--- config.mk ---
export PLATFORM = sky130hd
export DESIGN_NAME = eau_unit
export DESIGN_NICKNAME = d
export VERILOG_FILES = /design/src/eau_unit.v
export VERILOG_INCLUDE_DIRS = /design/src /design/src/src
export SDC_FILE = /design/constraint.sdc
export NUM_CORES = 1
export LEC_CHECK = 0
export BUFFER_PORTS_ARGS = -buffer_cell sky130_fd_sc_hd__buf_2
export CORE_MARGIN = 1.5
export CORE_UTILIZATION = 40
export DETAILED_ROUTE_END_ITERATION = 6
export PLACE_DENSITY = 0.68
export REMOVE_ABC_BUFFERS = 1
export SETUP_SLACK_MARGIN = 0.4
export SYNTH_ARGS = -nofsm -noshare
export SYNTH_HDL_FRONTEND = slang
export SYNTH_SLANG_ARGS = --single-unit
--- constraint.sdc ---
create_clock -name clk -period 8.5 [get_ports clk]
set_clock_uncertainty 0.1 [all_clocks]
set_input_delay 2.125 -clock clk [delete_from_list [all_inputs] [get_ports clk]]
set_output_delay 2.125 -clock clk [all_outputs]
set_load 0.02 [all_outputs]
--- src/eau_regs.vh ---
// Register offsets, command bit positions and cycle counts of the extended arithmetic unit
`ifndef EAU_REGS_VH
`define EAU_REGS_VH

// Command register address in the CPU data space
`define EAU_CMD_ADDR 20'h0_3F07
`define EAU_CMD_RESET 8'h00

// Command bit positions
`define EAU_BIT_MULU 0
`define EAU_BIT_MULS 1
`define EAU_BIT_DIVU 2
`define EAU_BIT_RSVD 3
`define EAU_BIT_BADD 4
`define EAU_BIT_BADDC 5
`define EAU_BIT_BSUB 6
`define EAU_BIT_BSUBC 7

// Execution lengths in CPU cycles
`define EAU_CYC_MUL 5'h04
`define EAU_CYC_DIV 5'h15
`define EAU_CYC_BCD 5'h04

// Divide steps end when the countdown reaches this value (16 steps)
`define EAU_DIV_LAST 5'h05

`endif

--- src/eau_unit.v ---
// Extended arithmetic unit: multiply, divide and BCD add/subtract started by one command write
`timescale 1ns/1ps
`include "eau_regs.vh"

// Behaviour
// - Unsigned multiply puts the 32-bit product of the word registers high-in-high, in 4 cycles, clearing V and C.
// - Signed multiply puts the signed product in both word registers in 4 cycles, clears V and C, updates N and Z.
// - Unsigned divide of the word pair by address register zero leaves quotient low, remainder high, in 21 cycles.
// - BCD add sums the two byte registers into the first in 4 cycles, clearing V and N, setting C and Z.
// - BCD add with carry also adds the carry flag, with the same flags and timing as BCD add.
// - BCD subtract takes byte two from byte one into byte one in 4 cycles, clearing V and N, setting C and Z.
// - BCD subtract with borrow also takes the carry flag off, storing into the first byte register in 4 cycles.
// - Command bits are 7 sub-borrow, 6 sub, 5 add-carry, 4 add, 2 divide, 1 signed multiply, bit 3 reserved zero.
// - Writing ones to the write-only command register of an idle unit starts the operation of the lowest bit set; all bits reset to zero.
// - Bit 0 starts unsigned multiply and every command bit is cleared by hardware when its operation ends.
// - Divide sets overflow when the quotient does not fit 16 bits, leaving N and Z undefined and C zero.
module eau_unit #(
  parameter ADDR_W = 20
) (
  // Clock and reset
  input wire clk,
  input wire rst,
  // CPU data write port
  input wire cpuWrEn,
  input wire [ADDR_W-1:0] cpuAddr,
  input wire [7:0] cpuWrData,
  // Operand registers of the CPU core
  input wire [15:0] wordRegLoIn,
  input wire [15:0] wordRegHiIn,
  input wire [15:0] addressRegZeroIn,
  input wire [7:0] byteRegFirstIn,
  input wire [7:0] byteRegSecondIn,
  input wire carryFlagIn,
  // Hold-off to the CPU pipeline
  output wire cpuHold,
  // Result write-back
  output reg [15:0] wordRegLoOut,
  output reg [15:0] wordRegHiOut,
  output reg [7:0] byteRegFirstOut,
  output reg wordWrite,
  output reg byteWrite,
  // Status word flag write-back
  output reg overflowFlag,
  output reg negativeFlag,
  output reg carryFlag,
  output reg zeroFlag,
  output reg flagsWrite
);

  // Command register and sequencing
  reg [7:0] cmd_q;
  reg [7:0] cmd_d;
  reg [4:0] cnt_q;
  reg [4:0] cnt_d;
  // Operand snapshots taken when the command is written
  reg [15:0] opA_q;
  reg [15:0] opB_q;
  reg [15:0] div_q;
  reg cin_q;
  reg ovf_q;
  // Divider state: partial remainder and dividend shifting into quotient
  reg [15:0] rem_q;
  reg [15:0] quo_q;

  wire cmdWrite;
  wire [7:0] cmdValid;
  wire [31:0] prodU;
  wire [31:0] prodS;
  wire [16:0] divTrial;
  wire divFits;
  wire [4:0] bcdLo;
  wire [4:0] bcdHi;
  wire [7:0] bcdRes;
  wire decimal_difference;
  wire bcdUseCin;

  // Pick the single lowest command bit so a stray double write still runs one operation
  function [7:0] eau_one_hot;
    input [7:0] v;
    begin
      eau_one_hot = v & (~v + 8'h01);
    end
  endfunction

  // One BCD digit step: returns carry/borrow out and corrected digit
  function [4:0] eau_bcd_digit;
    input [3:0] a;
    input [3:0] b;
    input cin;
    input sub;
    reg [4:0] t;
    begin
      t = 5'h00;
      if (sub) begin
        t = {1'b0, a} - {1'b0, b} - {4'h0, cin};
        eau_bcd_digit = t[4] ? {1'b1, t[3:0] - 4'h6} : {1'b0, t[3:0]};
      end else begin
        t = {1'b0, a} + {1'b0, b} + {4'h0, cin};
        eau_bcd_digit = (t > 5'h09) ? {1'b1, t[3:0] + 4'h6} : {1'b0, t[3:0]};
      end
    end
  endfunction

  // Write decode; writes while an operation is running are ignored since cmd_q must be zero
  assign cmdWrite = cpuWrEn && (cpuAddr == `EAU_CMD_ADDR) && (cmd_q == 8'h00);
  // Reserved bit 3 never starts anything
  assign cmdValid = eau_one_hot(cpuWrData & ~(8'h01 << `EAU_BIT_RSVD));
  assign cpuHold = (cmd_q != 8'h00);

  // Products from the snapshots; a single wide multiplier is shared in area by the tool
  assign prodU = opA_q * opB_q;
  assign prodS = $signed(opA_q) * $signed(opB_q);

  // Restoring divide trial subtraction
  assign divTrial = {rem_q, quo_q[15]} - {1'b0, div_q};
  // Quotient fits 16 bits only if the high dividend is below the divisor
  assign divFits = (wordRegHiIn < addressRegZeroIn);

  // BCD digit chain; subtract uses the second byte as subtrahend
  assign decimal_difference = cmd_q[`EAU_BIT_BSUB] | cmd_q[`EAU_BIT_BSUBC];
  assign bcdUseCin = (cmd_q[`EAU_BIT_BADDC] | cmd_q[`EAU_BIT_BSUBC]) & cin_q;
  assign bcdLo = eau_bcd_digit(opA_q[3:0], opB_q[3:0], bcdUseCin, decimal_difference);
  assign bcdHi = eau_bcd_digit(opA_q[7:4], opB_q[7:4], bcdLo[4], decimal_difference);
  assign bcdRes = {bcdHi[3:0], bcdLo[3:0]};

  // Command register next value and countdown load
  always @* begin
    cmd_d = cmd_q;
    cnt_d = cnt_q;
    if (cmdWrite) begin
      cmd_d = cmdValid;
      if (cmdValid[`EAU_BIT_DIVU]) begin
        cnt_d = `EAU_CYC_DIV - 5'h01;
      end else if (cmdValid[`EAU_BIT_MULU] | cmdValid[`EAU_BIT_MULS]) begin
        cnt_d = `EAU_CYC_MUL - 5'h01;
      end else begin
        cnt_d = `EAU_CYC_BCD - 5'h01;
      end
    end else if (cmd_q != 8'h00) begin
      if (cnt_q == 5'h00) begin
        cmd_d = `EAU_CMD_RESET;
      end else begin
        cnt_d = cnt_q - 5'h01;
      end
    end
  end

  // Sequencer, snapshot and divider registers
  always @(posedge clk or posedge rst) begin
    if (rst) begin
      cmd_q <= `EAU_CMD_RESET;
      cnt_q <= 5'h00;
      opA_q <= 16'h0000;
      opB_q <= 16'h0000;
      div_q <= 16'h0000;
      cin_q <= 1'b0;
      ovf_q <= 1'b0;
      rem_q <= 16'h0000;
      quo_q <= 16'h0000;
    end else begin
      cmd_q <= cmd_d;
      cnt_q <= cnt_d;
      if (cmdWrite) begin
        // Byte operations use the byte registers, word operations the word registers
        opA_q <= (cmdValid[`EAU_BIT_MULU] | cmdValid[`EAU_BIT_MULS]) ? wordRegLoIn : {8'h00, byteRegFirstIn};
        opB_q <= (cmdValid[`EAU_BIT_MULU] | cmdValid[`EAU_BIT_MULS]) ? wordRegHiIn : {8'h00, byteRegSecondIn};
        div_q <= addressRegZeroIn;
        cin_q <= carryFlagIn;
        ovf_q <= ~divFits;
        rem_q <= wordRegHiIn;
        quo_q <= wordRegLoIn;
      end else if (cmd_q[`EAU_BIT_DIVU] && (cnt_q >= `EAU_DIV_LAST)) begin
        // One quotient bit per cycle, sixteen cycles in all
        if (!divTrial[16]) begin
          rem_q <= divTrial[15:0];
          quo_q <= {quo_q[14:0], 1'b1};
        end else begin
          rem_q <= {rem_q[14:0], quo_q[15]};
          quo_q <= {quo_q[14:0], 1'b0};
        end
      end
    end
  end

  // Result and flag write-back on the final cycle of the operation
  always @(posedge clk or posedge rst) begin
    if (rst) begin
      wordRegLoOut <= 16'h0000;
      wordRegHiOut <= 16'h0000;
      byteRegFirstOut <= 8'h00;
      wordWrite <= 1'b0;
      byteWrite <= 1'b0;
      overflowFlag <= 1'b0;
      negativeFlag <= 1'b0;
      carryFlag <= 1'b0;
      zeroFlag <= 1'b0;
      flagsWrite <= 1'b0;
    end else begin
      wordWrite <= 1'b0;
      byteWrite <= 1'b0;
      flagsWrite <= 1'b0;
      if ((cmd_q != 8'h00) && (cnt_q == 5'h00)) begin
        flagsWrite <= 1'b1;
        overflowFlag <= 1'b0;
        carryFlag <= 1'b0;
        if (cmd_q[`EAU_BIT_MULU]) begin
          wordWrite <= 1'b1;
          wordRegHiOut <= prodU[31:16];
          wordRegLoOut <= prodU[15:0];
          negativeFlag <= prodU[31];
          zeroFlag <= (prodU == 32'h0000_0000);
        end else if (cmd_q[`EAU_BIT_MULS]) begin
          wordWrite <= 1'b1;
          wordRegHiOut <= prodS[31:16];
          wordRegLoOut <= prodS[15:0];
          negativeFlag <= prodS[31];
          zeroFlag <= (prodS == 32'h0000_0000);
        end else if (cmd_q[`EAU_BIT_DIVU]) begin
          // On overflow the word results and N/Z are meaningless
          wordWrite <= 1'b1;
          wordRegLoOut <= quo_q;
          wordRegHiOut <= rem_q;
          overflowFlag <= ovf_q;
          negativeFlag <= quo_q[15];
          zeroFlag <= (quo_q == 16'h0000);
        end else begin
          // Non-BCD inputs give an unguaranteed result
          byteWrite <= 1'b1;
          byteRegFirstOut <= bcdRes;
          negativeFlag <= 1'b0;
          carryFlag <= bcdHi[4];
          zeroFlag <= (bcdRes == 8'h00);
        end
      end
    end
  end

endmodule

==> results by group, run 1 <==
Global route
  – Global-route wire length before repair: 103 mm
  – Antenna violations before repair: 0
  – Largest net degree at the start of global routing: 82
  – Remaining Overflow, GRT: 0
  – Total track usage: 22.2%
  – Number of global-route vias before repair: 18600

Setup path
  – R2r setup slk: 0.77 ns
  – Worst R2R End: zeroFlag$_DFFE_PP0P_
  – CP Buf/Inv Count: 5
  – Critical-path top delay cell: dfrtp_1
  – Crit path DAT: 8.01 ns
  – R2R cell count: 24
  – R2R Path Start: opA_q[8]$_DFFE_PP0P_
  – Cell-by-cell trace of the critical path: nand2_1, fa_1, inv_1, fa_1, inv_1, fa_1, inv_1, fa_1, inv_1, fa_1, inv_1, fa_1, ha_1, and4_1, and3b_1, a311oi_1, o21ai_1, o21ai_0, mux2i_1, nand4bb_1, nor4_1, nand4b_1, nor4_1, a31o_1
  – Critical path's largest stage delay: around 0.94 ns
  – Crit start category: register
  – Delay-heaviest family, CP: adder cells
  – CP most frequent cell: fa_1
  – CP endpoint kind: register
  – CP required: 8.78 ns
  – Max FO, Critical Path: 18
  – Kind of critical path: reg2reg

Clock network
  – H-tree Lvls: 4
  – CTS Buf Count: 17
  – Post_cts resized: 0
  – Clk root buf: clkbuf_16
  – Clock slew at reported path FFs: 0.08 ns
  – Clk buf depth: 2
  – Clock sinks: 141
  – CTS tree: done
  – Hold_buf cts: 0
  – Post-CTS setup buffer count: 0
  – Clock Latency Late Sink: 0.45 ns

Synthesis
  – Ys async rst share: 100%
  – Synth Flop Type: dfrtp_1
  – EDFF count, synth: 0
  – Synth Area per Inst: between 8 and 9 um2
  – Synth Register Bits: 141
  – Main area contributors after synthesis: fa_1 33%, dfrtp_1 15%, ha_1 11%
  – Dominant cell type by area after synthesis: fa_1
  – Synth Instances: between 2000 and 3000
  – Seq/Total Area, Yosys: 15.3%
  – Post-Synthesis Cell Area: 23100 um2
  – Yosys top cell area share: 32.5%
  – Yosys warns: 0
  – Synth cell types: 77

Run status
  – Status: complete, no violations

STA
  – Worst-Margin Slew: 1.26 ns
  – FMAX: 129 MHz
  – Finish-stage setup viols: 0
  – Final min period: 7.73 ns
  – Final max-slew violation count: 0
  – Max-Slew Margin vs Limit: 15.8%
  – Fin. Hold Viols: 0
  – Tcrit/Tclk final: approximately nine tenths
  – RSZ-0062 raised after global routing: false

Power and ir drop
  – Max IR drop VDD: 0.151 mV
  – Total Power: 2380 uW
  – PD cells: 94.2 nW/um2
  – Leak Pwr: 0.0133 uW

Routing
  – WL per Instance: 18.1 um
  – Via-to-Cell Ratio: 5.21
  – Total length of routed wires: about 63 mm
  – Drt initial violations: 1363
  – Drt first pass iters: 5
  – Via count: 18100
  – DRC viols: 0
  – Post-route ant nets: 0

Finish
  – # fillers: 5454
  – Area grow syn2layout: 9.63%
  – Register area: 3530 um2
  – Final cell count without fillers: ~3500
  – Multi-input gate area: approximately 17000 um2
  – Share of cells above drive strength 1: 8.72%
  – Net count, final: 3383

Floorplanning
  – Row count: 87
  – Die width: 243 um
  – Initial core utilization: 40.7%
  – Die Height: 243 um
  – Core area: 56700 um2
  – Die footprint: 59100 um2
  – I/O pins: 144

Hold path
  – Worst hold path cell count: 2
  – Hold path start: wordRegLoOut[3]$_DFFE_PP0P_
  – Hold endpoint: wordRegLoOut[3]$_DFFE_PP0P_
  – Min-delay worst type: reg2reg

Placement
  – Placed insts: roughly 3400
  – RD Place Congestion: 0.900
  – Detailed-placement wirelength estimate: 52.2 mm
  – Port bufs: 142

Run
  – Max-cap violations: 0
[through the flow]
step	instance area, um2	setup TNS [ns]	worst slack [ns]	utilization (%)	hold slack [ns]
after floorplan	22700	-35.55	-1.79	-	0.346
after global placement	24700	0	0.905	43.5	0.356
after detailed placement	24700	0	0.908	43.5	0.358
after CTS	25300	0	0.884	44.6	0.376
after global routing	25300	0	0.456	44.6	0.389
final	25300	0	0.770	44.6	0.377
[where the power goes]
group          internal (uW)  total [uW]  switching [uW]
sequential               785         933             148
clock                    425         784             359
combinational            271         665             393
[cell families (layout without fill, tap and decap cells)]
kind of cell	count (synthesis)	in the layout	share of synthesized area [%]
AOI/OAI and AO/OA	395	395	11.1
xor gates and xnor gates	92	92	3.53
adders and majority gates	581	581	43.7
buffers and inverters	619	738	10.1
DFF	141	141	15.3
muxes	42	42	1.85
other	0	1	0
and+or+nand+nor	730	730	14.4
[layout make-up]
cell class	instances	area share (%)
Inverter	526	7.83
Clock buffer	17	1.68
Multi-Input combinational cell	1840	68.1
Tap cell	756	3.74
Sequential cell	141	14.0
Clock inverter	15	0.757
Antenna cell	1	0.00990
Timing Repair Buffer	180	3.94
[metal layers]
layer | part of all wire, % | up-vias | track usage [%] | routed length, um
met5 | 0 | - | 0 | 0
met4 | 3.4 | 0 | 6.96 | 2120
met3 | 5.9 | 103 | 2.72 | 3710
met2 | 47 | 587 | 36.2 | 29600
met1 | 44 | 8977 | 30.7 | 27600
li1 | - | 8439 | - | -
[worst max-delay path by stage]
stage / from / end / slack [ns] / cells past startpoint
6_report: opA_q[8]$_DFFE_PP0P_ / zeroFlag$_DFFE_PP0P_ / 0.77 / 24
5_1_grt: opA_q[8]$_DFFE_PP0P_ / zeroFlag$_DFFE_PP0P_ / 0.46 / 24
4_1_cts: opA_q[15]$_DFFE_PP0P_ / zeroFlag$_DFFE_PP0P_ / 0.88 / 22
3_5_place_dp: opA_q[15]$_DFFE_PP0P_ / zeroFlag$_DFFE_PP0P_ / 0.91 / 22
3_3_place_gp: opA_q[15]$_DFFE_PP0P_ / zeroFlag$_DFFE_PP0P_ / 0.90 / 22
2_1_floorplan: cpuAddr[7] / rem_q[0]$_DFFE_PP0P_ / -1.79 / 6
[flip-flops by register name, summed over array words and instances, names as in the netlist, 5 cells and up]
signal,count
wordRegLoOut,16
opB_q,16
byteRegFirstOut,8
wordRegHiOut,16
quo_q,16
rem_q,16
cmd_q,7
cnt_q,5
div_q,16
opA_q,16
[tightest hold or removal path, delay by kind of cell, from the launching register on]
kind / cells / cell delay (ns)
flip-flops: 1 / 0.34
AO/OA/AOI/OAI: 1 / 0.06
AND/OR/NAND/NOR: 1 / 0.05
[cell usage in the layout, fill, tap and decap left out, types with 80 or more instances in the layout]
cell type  count
buf_2        142
inv_1        525
dfrtp_1      141
o21ai_0       90
ha_1         206
nor2_1       129
nand2_1      364
a21oi_1       93
and2_1        80
fa_1         375
[synthesized netlist by cell type, drive strengths merged, types with 8 or more instances]
cell type and instances:
and3 8, nor2 129, ha 206, a22oi 21, a21oi 94, or3 10, xor2 21, inv 526
a31oi 29, nand4 8, xnor2 71, o21a 15, o211ai 9, nor4 14, nor2b 15, a211oi 18
o21ai 95, nand2 364, clkbuf 90, dfrtp 141, and2 80, nand2b 17, fa 375, o22ai 12
o31ai 9, nand3 39, nor3 17, mux2i 37, a21o 40
No activity file was read; power rests on OpenSTA's default activity.
==> run 2: changes to the inputs <==
Settings changed: CELL_PAD_IN_SITES_DETAIL_PLACEMENT set to 1, CELL_PAD_IN_SITES_GLOBAL_PLACEMENT set to 1, PLACE_DENSITY 0.68 to 0.82.
==> run 2 against run 1 <==
Net effect: critical path depth shrank 3; total power rose by 2.3%; clock-buffer cell count is 1 higher; setup slack got worse by 0.17 ns; routed wire length up 20%; sequential cell count unchanged; global-route usage up 4.3 points; clock power rose by 3.8%; design area down 0.13%; critical endpoint unchanged; largest power group unchanged; highest routed layer unchanged.
==> results by group, run 2 (synthesis results as in run 1) <==
Finish
  – Final Cell Area: 25300 um2
  – Final cell count without fillers: 3471
  – Register area: approximately 3500 um2
  – Util after Layout: 44.5%
  – Area grow syn2layout: 9.49%
  – Commonest non-fill, non-tap cells in the layout: 525 x inv_1, 375 x fa_1, 364 x nand2_1, 206 x ha_1, 142 x buf_2
  – Multi-input gate area: 17200 um2
  – Net count, final: ~3400
  – Commonest non-fill, non-tap cell in the layout: inv_1
  – # fillers: 6722
  – Share of cells above drive strength 1: 8.63%

Hold path
  – Min-delay worst type: reg2reg

STA
  – RSZ-0062 raised after global routing: false
  – Fin. Hold Viols: 0
  – FMAX: 127 MHz
  – Tcrit/Tclk final: 92.9%
  – Max-Slew Margin vs Limit: about 15%
  – Finish-stage setup viols: 0
  – Final min period: 7.90 ns
  – Final max-slew violation count: 0
  – Worst-Margin Slew: approximately 1.3 ns

Clock network
  – Clk buf depth: 2
  – H-tree Lvls: 4
  – Hold_buf cts: 0
  – Post-CTS setup buffer count: 0
  – Clk root buf: clkbuf_16
  – Clock Latency Late Sink: 0.45 ns
  – CTS tree: done
  – CTS Buf Count: 17
  – Clock sinks: 141
  – Clock slew at reported path FFs: 0.07 ns

Routing
  – WL per Instance: 21.8 um
  – DRC viols: 0
  – Total length of routed wires: 75.6 mm
  – Post-route ant nets: 0
  – Via-to-Cell Ratio: around 5.5
  – Drt first pass iters: 5
  – Via count: 18900
  – Drt initial violations: approximately 1400

Floorplanning
  – Die footprint: around 59000 um2
  – Initial core utilization: a little over 40%
  – Core area: 56700 um2
  – Die Height: 243 um
  – Die width: 243 um
  – I/O pins: ~140
  – Row count: 87

Power and ir drop
  – Max IR drop VDD: around 0.13 mV
  – Leak Pwr: 0.0132 uW
  – Total Power: 2440 uW
  – PD cells: 96.4 nW/um2

Setup path
  – CP most frequent cell: fa_1
  – CP endpoint kind: register
  – CP required: 8.79 ns
  – Critical path's largest stage delay: 1.06 ns
  – Critical-path top delay cell: dfrtp_1
  – Max FO, Critical Path: 18
  – Delay-heaviest family, CP: adder cells
  – Crit path DAT: 8.18 ns
  – CP Buf/Inv Count: 3
  – Cell-by-cell trace of the critical path: nand2_1, fa_1, fa_1, inv_1, fa_1, inv_1, fa_1, fa_1, fa_1, inv_1, ha_1, nand4_1, a211oi_1, nor2_1, xnor2_1, a2111oi_2, or3b_1, nor4_2, nand4b_1, o41ai_2, a31o_1
  – Kind of critical path: reg2reg
  – Crit start category: register

Global route
  – Remaining Overflow, GRT: 0
  – Antenna violations before repair: 3
  – Global-route wire length before repair: 121 mm
  – Number of global-route vias before repair: 21600
  – Total track usage: about a quarter
  – Largest net degree at the start of global routing: 95

Placement
  – Post-placement cell area: 24600 um2
  – Port bufs: 142
  – Placed insts: between 3000 and 4000
  – RD Place Congestion: 0.940
  – Detailed-placement wirelength estimate: 62.3 mm

Run
  – Max-cap violations: 0

Run status
  – Status: complete, no violations
run 2: cell count changes in the layout (fill, tap and decap cells not counted):
cell / previous run / this run
clkbuf_8: 0 / 1
inv_8: 4 / 3
buf_4: 38 / 31
inv_6: 6 / 7
bufinv_16: 1 / 2
dfrtp_2: 0 / 4
clkinv_8: 4 / 2
dfrtp_1: 141 / 137
clkinv_4: 0 / 1
clkinvlp_4: 1 / 0
diode_2: 1 / 3
run 2: worst paths after layout:
| kind | startpoint | endpoint | slack [ns] | depth (start not counted) |
|---|---|---|---|---|
| setup / recovery | opA_q[12]$_DFFE_PP0P_ | zeroFlag$_DFFE_PP0P_ | 0.60 | 21 |
| hold / removal | byteRegFirstOut[3]$_DFFE_PP0P_ | byteRegFirstOut[3]$_DFFE_PP0P_ | 0.37 | 2 |
| setup reg to reg | opA_q[12]$_DFFE_PP0P_ | zeroFlag$_DFFE_PP0P_ | 0.60 | 21 |
| hold reg to reg | byteRegFirstOut[3]$_DFFE_PP0P_ | byteRegFirstOut[3]$_DFFE_PP0P_ | 0.37 | 2 |
| max in group asynchronous | rst | opB_q[2]$_DFFE_PP0P_ | 5.39 | 3 |
| min in group asynchronous | rst | cnt_q[2]$_DFFE_PP0P_ | 1.70 | 2 |
run 2: timing repair:
item | 4_1_cts | 5_1_grt
endpoints found under the setup margin | 0 | 3
gates resized for setup | 0 | 4
hold endpoints to repair | 0 | 0
run 2: power breakdown:
group / switching, uW / internal [uW]
logic: 397 / 271
registers: 170 / 785
clock network: 356 / 457
run 2: layout make-up:
cell class	instances	share of cell area, %
diodes	3	0.0297
clock buffers	18	1.74
clock inverters	14	0.743
inverters	526	7.84
multi-input cells	1840	68.2
flip-flops and latches	141	14.0
well taps	756	3.75
repair buffers	173	3.74
run 2: worst min-delay path: stages (launching register included):
cell and delay [ns]:
dfrtp_1 0.34, nand2_1 0.05, o21ai_0 0.06
run 2: through the flow:
stage / setup TNS [ns] / setup slack, ns / hold slack (ns)
after floorplan: -35.55 / -1.79 / 0.346
after global placement: 0 / 0.930 / 0.360
after detailed placement: 0 / 0.654 / 0.365
after CTS: 0 / 0.573 / 0.379
after global routing: 0 / 0.423 / 0.421
final: 0 / 0.602 / 0.373
run 2: routing by layer:
metal,track usage (%),share of wire (%),vias to the layer above
li1,-,-,8402
met1,33.0,41,9822
met2,45.5,49,557
met3,3.38,4.9,166
met4,12.7,5.1,0
met5,0,0,-
==> run 3: changes to the inputs <==
Settings changed: CORE_UTILIZATION 40 to 30, PLACE_DENSITY 0.82 to 0.67.
==> run 3 against run 2 <==
Net effect: critical path depth is 2 higher; first-iteration DRC count is 37% lower; clock power is 10% lower; utilization is 11 points lower; final cell count is 8.3% higher; non-clock buffer count is 15 higher; fmax is 2.0% higher; hold slack better by 0.0029 ns; design area is 1.6% higher; largest cell class unchanged; critical endpoint unchanged.
==> results by group, run 3 (synthesis results as in run 1) <==
Run status
  – Status: complete, no violations

Global route
  – Number of global-route vias before repair: between 15000 and 20000
  – Antenna violations before repair: 2
  – Remaining Overflow, GRT: 0
  – Largest net degree at the start of global routing: 92
  – Global-route wire length before repair: 117 mm
  – Total track usage: just under 20%

Placement
  – Post-placement cell area: 25100 um2
  – Port bufs: between 100 and 150
  – RD Place Congestion: 0.859
  – Detailed-placement wirelength estimate: 61.5 mm

Clock network
  – CTS tree: done
  – H-tree Lvls: 4
  – Hold_buf cts: 0
  – Clk root buf: clkbuf_16
  – CTS Buf Count: 17
  – Post_cts resized: 0
  – Clock Latency Late Sink: 0.46 ns
  – Clk buf depth: 2
  – Clock slew at reported path FFs: roughly 0.070 ns
  – Post-CTS setup buffer count: 0
  – Clock sinks: about 140

Setup path
  – Kind of critical path: reg2reg
  – Critical path's largest stage delay: 1.01 ns
  – Cell-by-cell trace of the critical path: and2_1, fa_1, inv_1, fa_1, fa_1, fa_1, inv_1, fa_1, inv_1, fa_1, inv_1, ha_1, a21o_1, a221oi_1, o21ai_1, a21oi_1, o21ai_0, xor2_1, or3b_1, nor4_2, nand4b_1, o41ai_2, a31o_1
  – CP most frequent cell: fa_1
  – Critical-path top delay cell: dfrtp_1
  – CP Buf/Inv Count: 4
  – CP endpoint kind: register
  – CP required: 8.79 ns
  – Crit path DAT: 8.03 ns
  – Crit start category: register
  – Delay-heaviest family, CP: adder cells
  – Max FO, Critical Path: 18

Finish
  – Final Cell Area: 25700 um2
  – Register area: approximately 3500 um2
  – Multi-input gate area: 17200 um2
  – Share of cells above drive strength 1: 9.06%
  – Commonest non-fill, non-tap cell in the layout: inv_1
  – Area grow syn2layout: 11.2%
  – Commonest non-fill, non-tap cells in the layout: 525 x inv_1, 375 x fa_1, 364 x nand2_1, 206 x ha_1, 142 x buf_2
  – # fillers: between 9000 and 10000
  – Net count, final: 3391

Routing
  – Total length of routed wires: roughly 73 mm
  – Via count: between 15000 and 20000
  – Post-route ant nets: 0
  – WL per Instance: 19.5 um
  – DRC viols: 0
  – Drt initial violations: just under 900
  – Drt first pass iters: 4
  – Via-to-Cell Ratio: 4.82

STA
  – RSZ-0062 raised after global routing: false
  – Final min period: 7.74 ns
  – Fin. Hold Viols: 0
  – Max-Slew Margin vs Limit: 32.4%
  – FMAX: 129 MHz
  – Worst hold margin: 0.376 ns
  – Worst-Margin Slew: 1.01 ns
  – Final max-slew violation count: 0
  – Tcrit/Tclk final: 91.1%
  – Finish-stage setup viols: 0

Power and ir drop
  – Max IR drop VDD: 0.131 mV
  – PD cells: 91.3 nW/um2
  – Leak Pwr: 0.0133 uW

Hold path
  – Min-delay worst type: reg2reg

Floorplanning
  – Die footprint: 78600 um2
  – I/O pins: approximately 140
  – Die width: around 280 um
  – Die Height: 280 um
  – Core area: 76100 um2
  – Initial core utilization: 30.3%
  – Row count: between 100 and 150

Run
  – Max-cap violations: 0
[run 3: area by class of cell]
cell class              instances  area share [%]
inverters                     526            7.72
repair buffers                188            4.17
clock buffers                  18            1.67
diodes                          3          0.0293
clock inverters                14           0.478
flip-flops and latches        141            13.8
well taps                    1030            5.02
multi-input cells            1840            67.1
[run 3: power breakdown]
group	internal, uW	switching (uW)
clock	383	349
sequential	785	155
combinational	271	398
total	1440	901
[run 3: worst paths after layout]
| kind | start | end | slack [ns] | cells after the start |
|---|---|---|---|---|
| setup reg to reg | opA_q[13]$_DFFE_PP0P_ | zeroFlag$_DFFE_PP0P_ | 0.76 | 23 |
| setup / recovery | opA_q[13]$_DFFE_PP0P_ | zeroFlag$_DFFE_PP0P_ | 0.76 | 23 |
| hold reg to reg | wordRegLoOut[11]$_DFFE_PP0P_ | wordRegLoOut[11]$_DFFE_PP0P_ | 0.38 | 2 |
| min in group asynchronous | rst | cnt_q[2]$_DFFE_PP0P_ | 1.73 | 2 |
| hold / removal | wordRegLoOut[11]$_DFFE_PP0P_ | wordRegLoOut[11]$_DFFE_PP0P_ | 0.38 | 2 |
| max in group asynchronous | rst | wordRegHiOut[1]$_DFFE_PP0P_ | 5.33 | 3 |
[run 3: layer usage]
| layer | vias up | share of wire [%] | track usage [%] | wire (um) |
|---|---|---|---|---|
| met1 | 9373 | 47 | 26.6 | 34200 |
| met2 | 244 | 49 | 33.1 | 35600 |
| met3 | 52 | 2.6 | 2.03 | 1930 |
| li1 | 8448 | - | - | - |
| met4 | 0 | 2.0 | 4.55 | 1450 |
| met5 | - | 0 | 0 | 0 |
[run 3: worst reg2reg max path, delay by kind of cell (launching register included)]
family | cells | cell delay [ns]
buffers and inverters | 4 | 0.29
DFF | 1 | 1.01
and+or+nand+nor | 4 | 1.16
adders and majority gates | 7 | 3.27
xor gates and xnor gates | 1 | 0.23
AOI/OAI and AO/OA | 7 | 1.62
[run 3: stage by stage]
stage / TNS [ns] / utilization [%] / instances / worst slack (ns) / power [uW]
2_1_floorplan: -35.55 / - / 2507 / -1.79 / 1330
3_3_place_gp: 0 / 33.0 / 3725 / 0.742 / 1600
3_5_place_dp: 0 / 33.0 / 3725 / 0.729 / 1610
4_1_cts: 0 / 33.7 / 3757 / 0.642 / 2350
5_1_grt: 0 / 33.7 / 3759 / 0.414 / 2460
6_report: 0 / 33.7 / 3760 / 0.758 / 2340
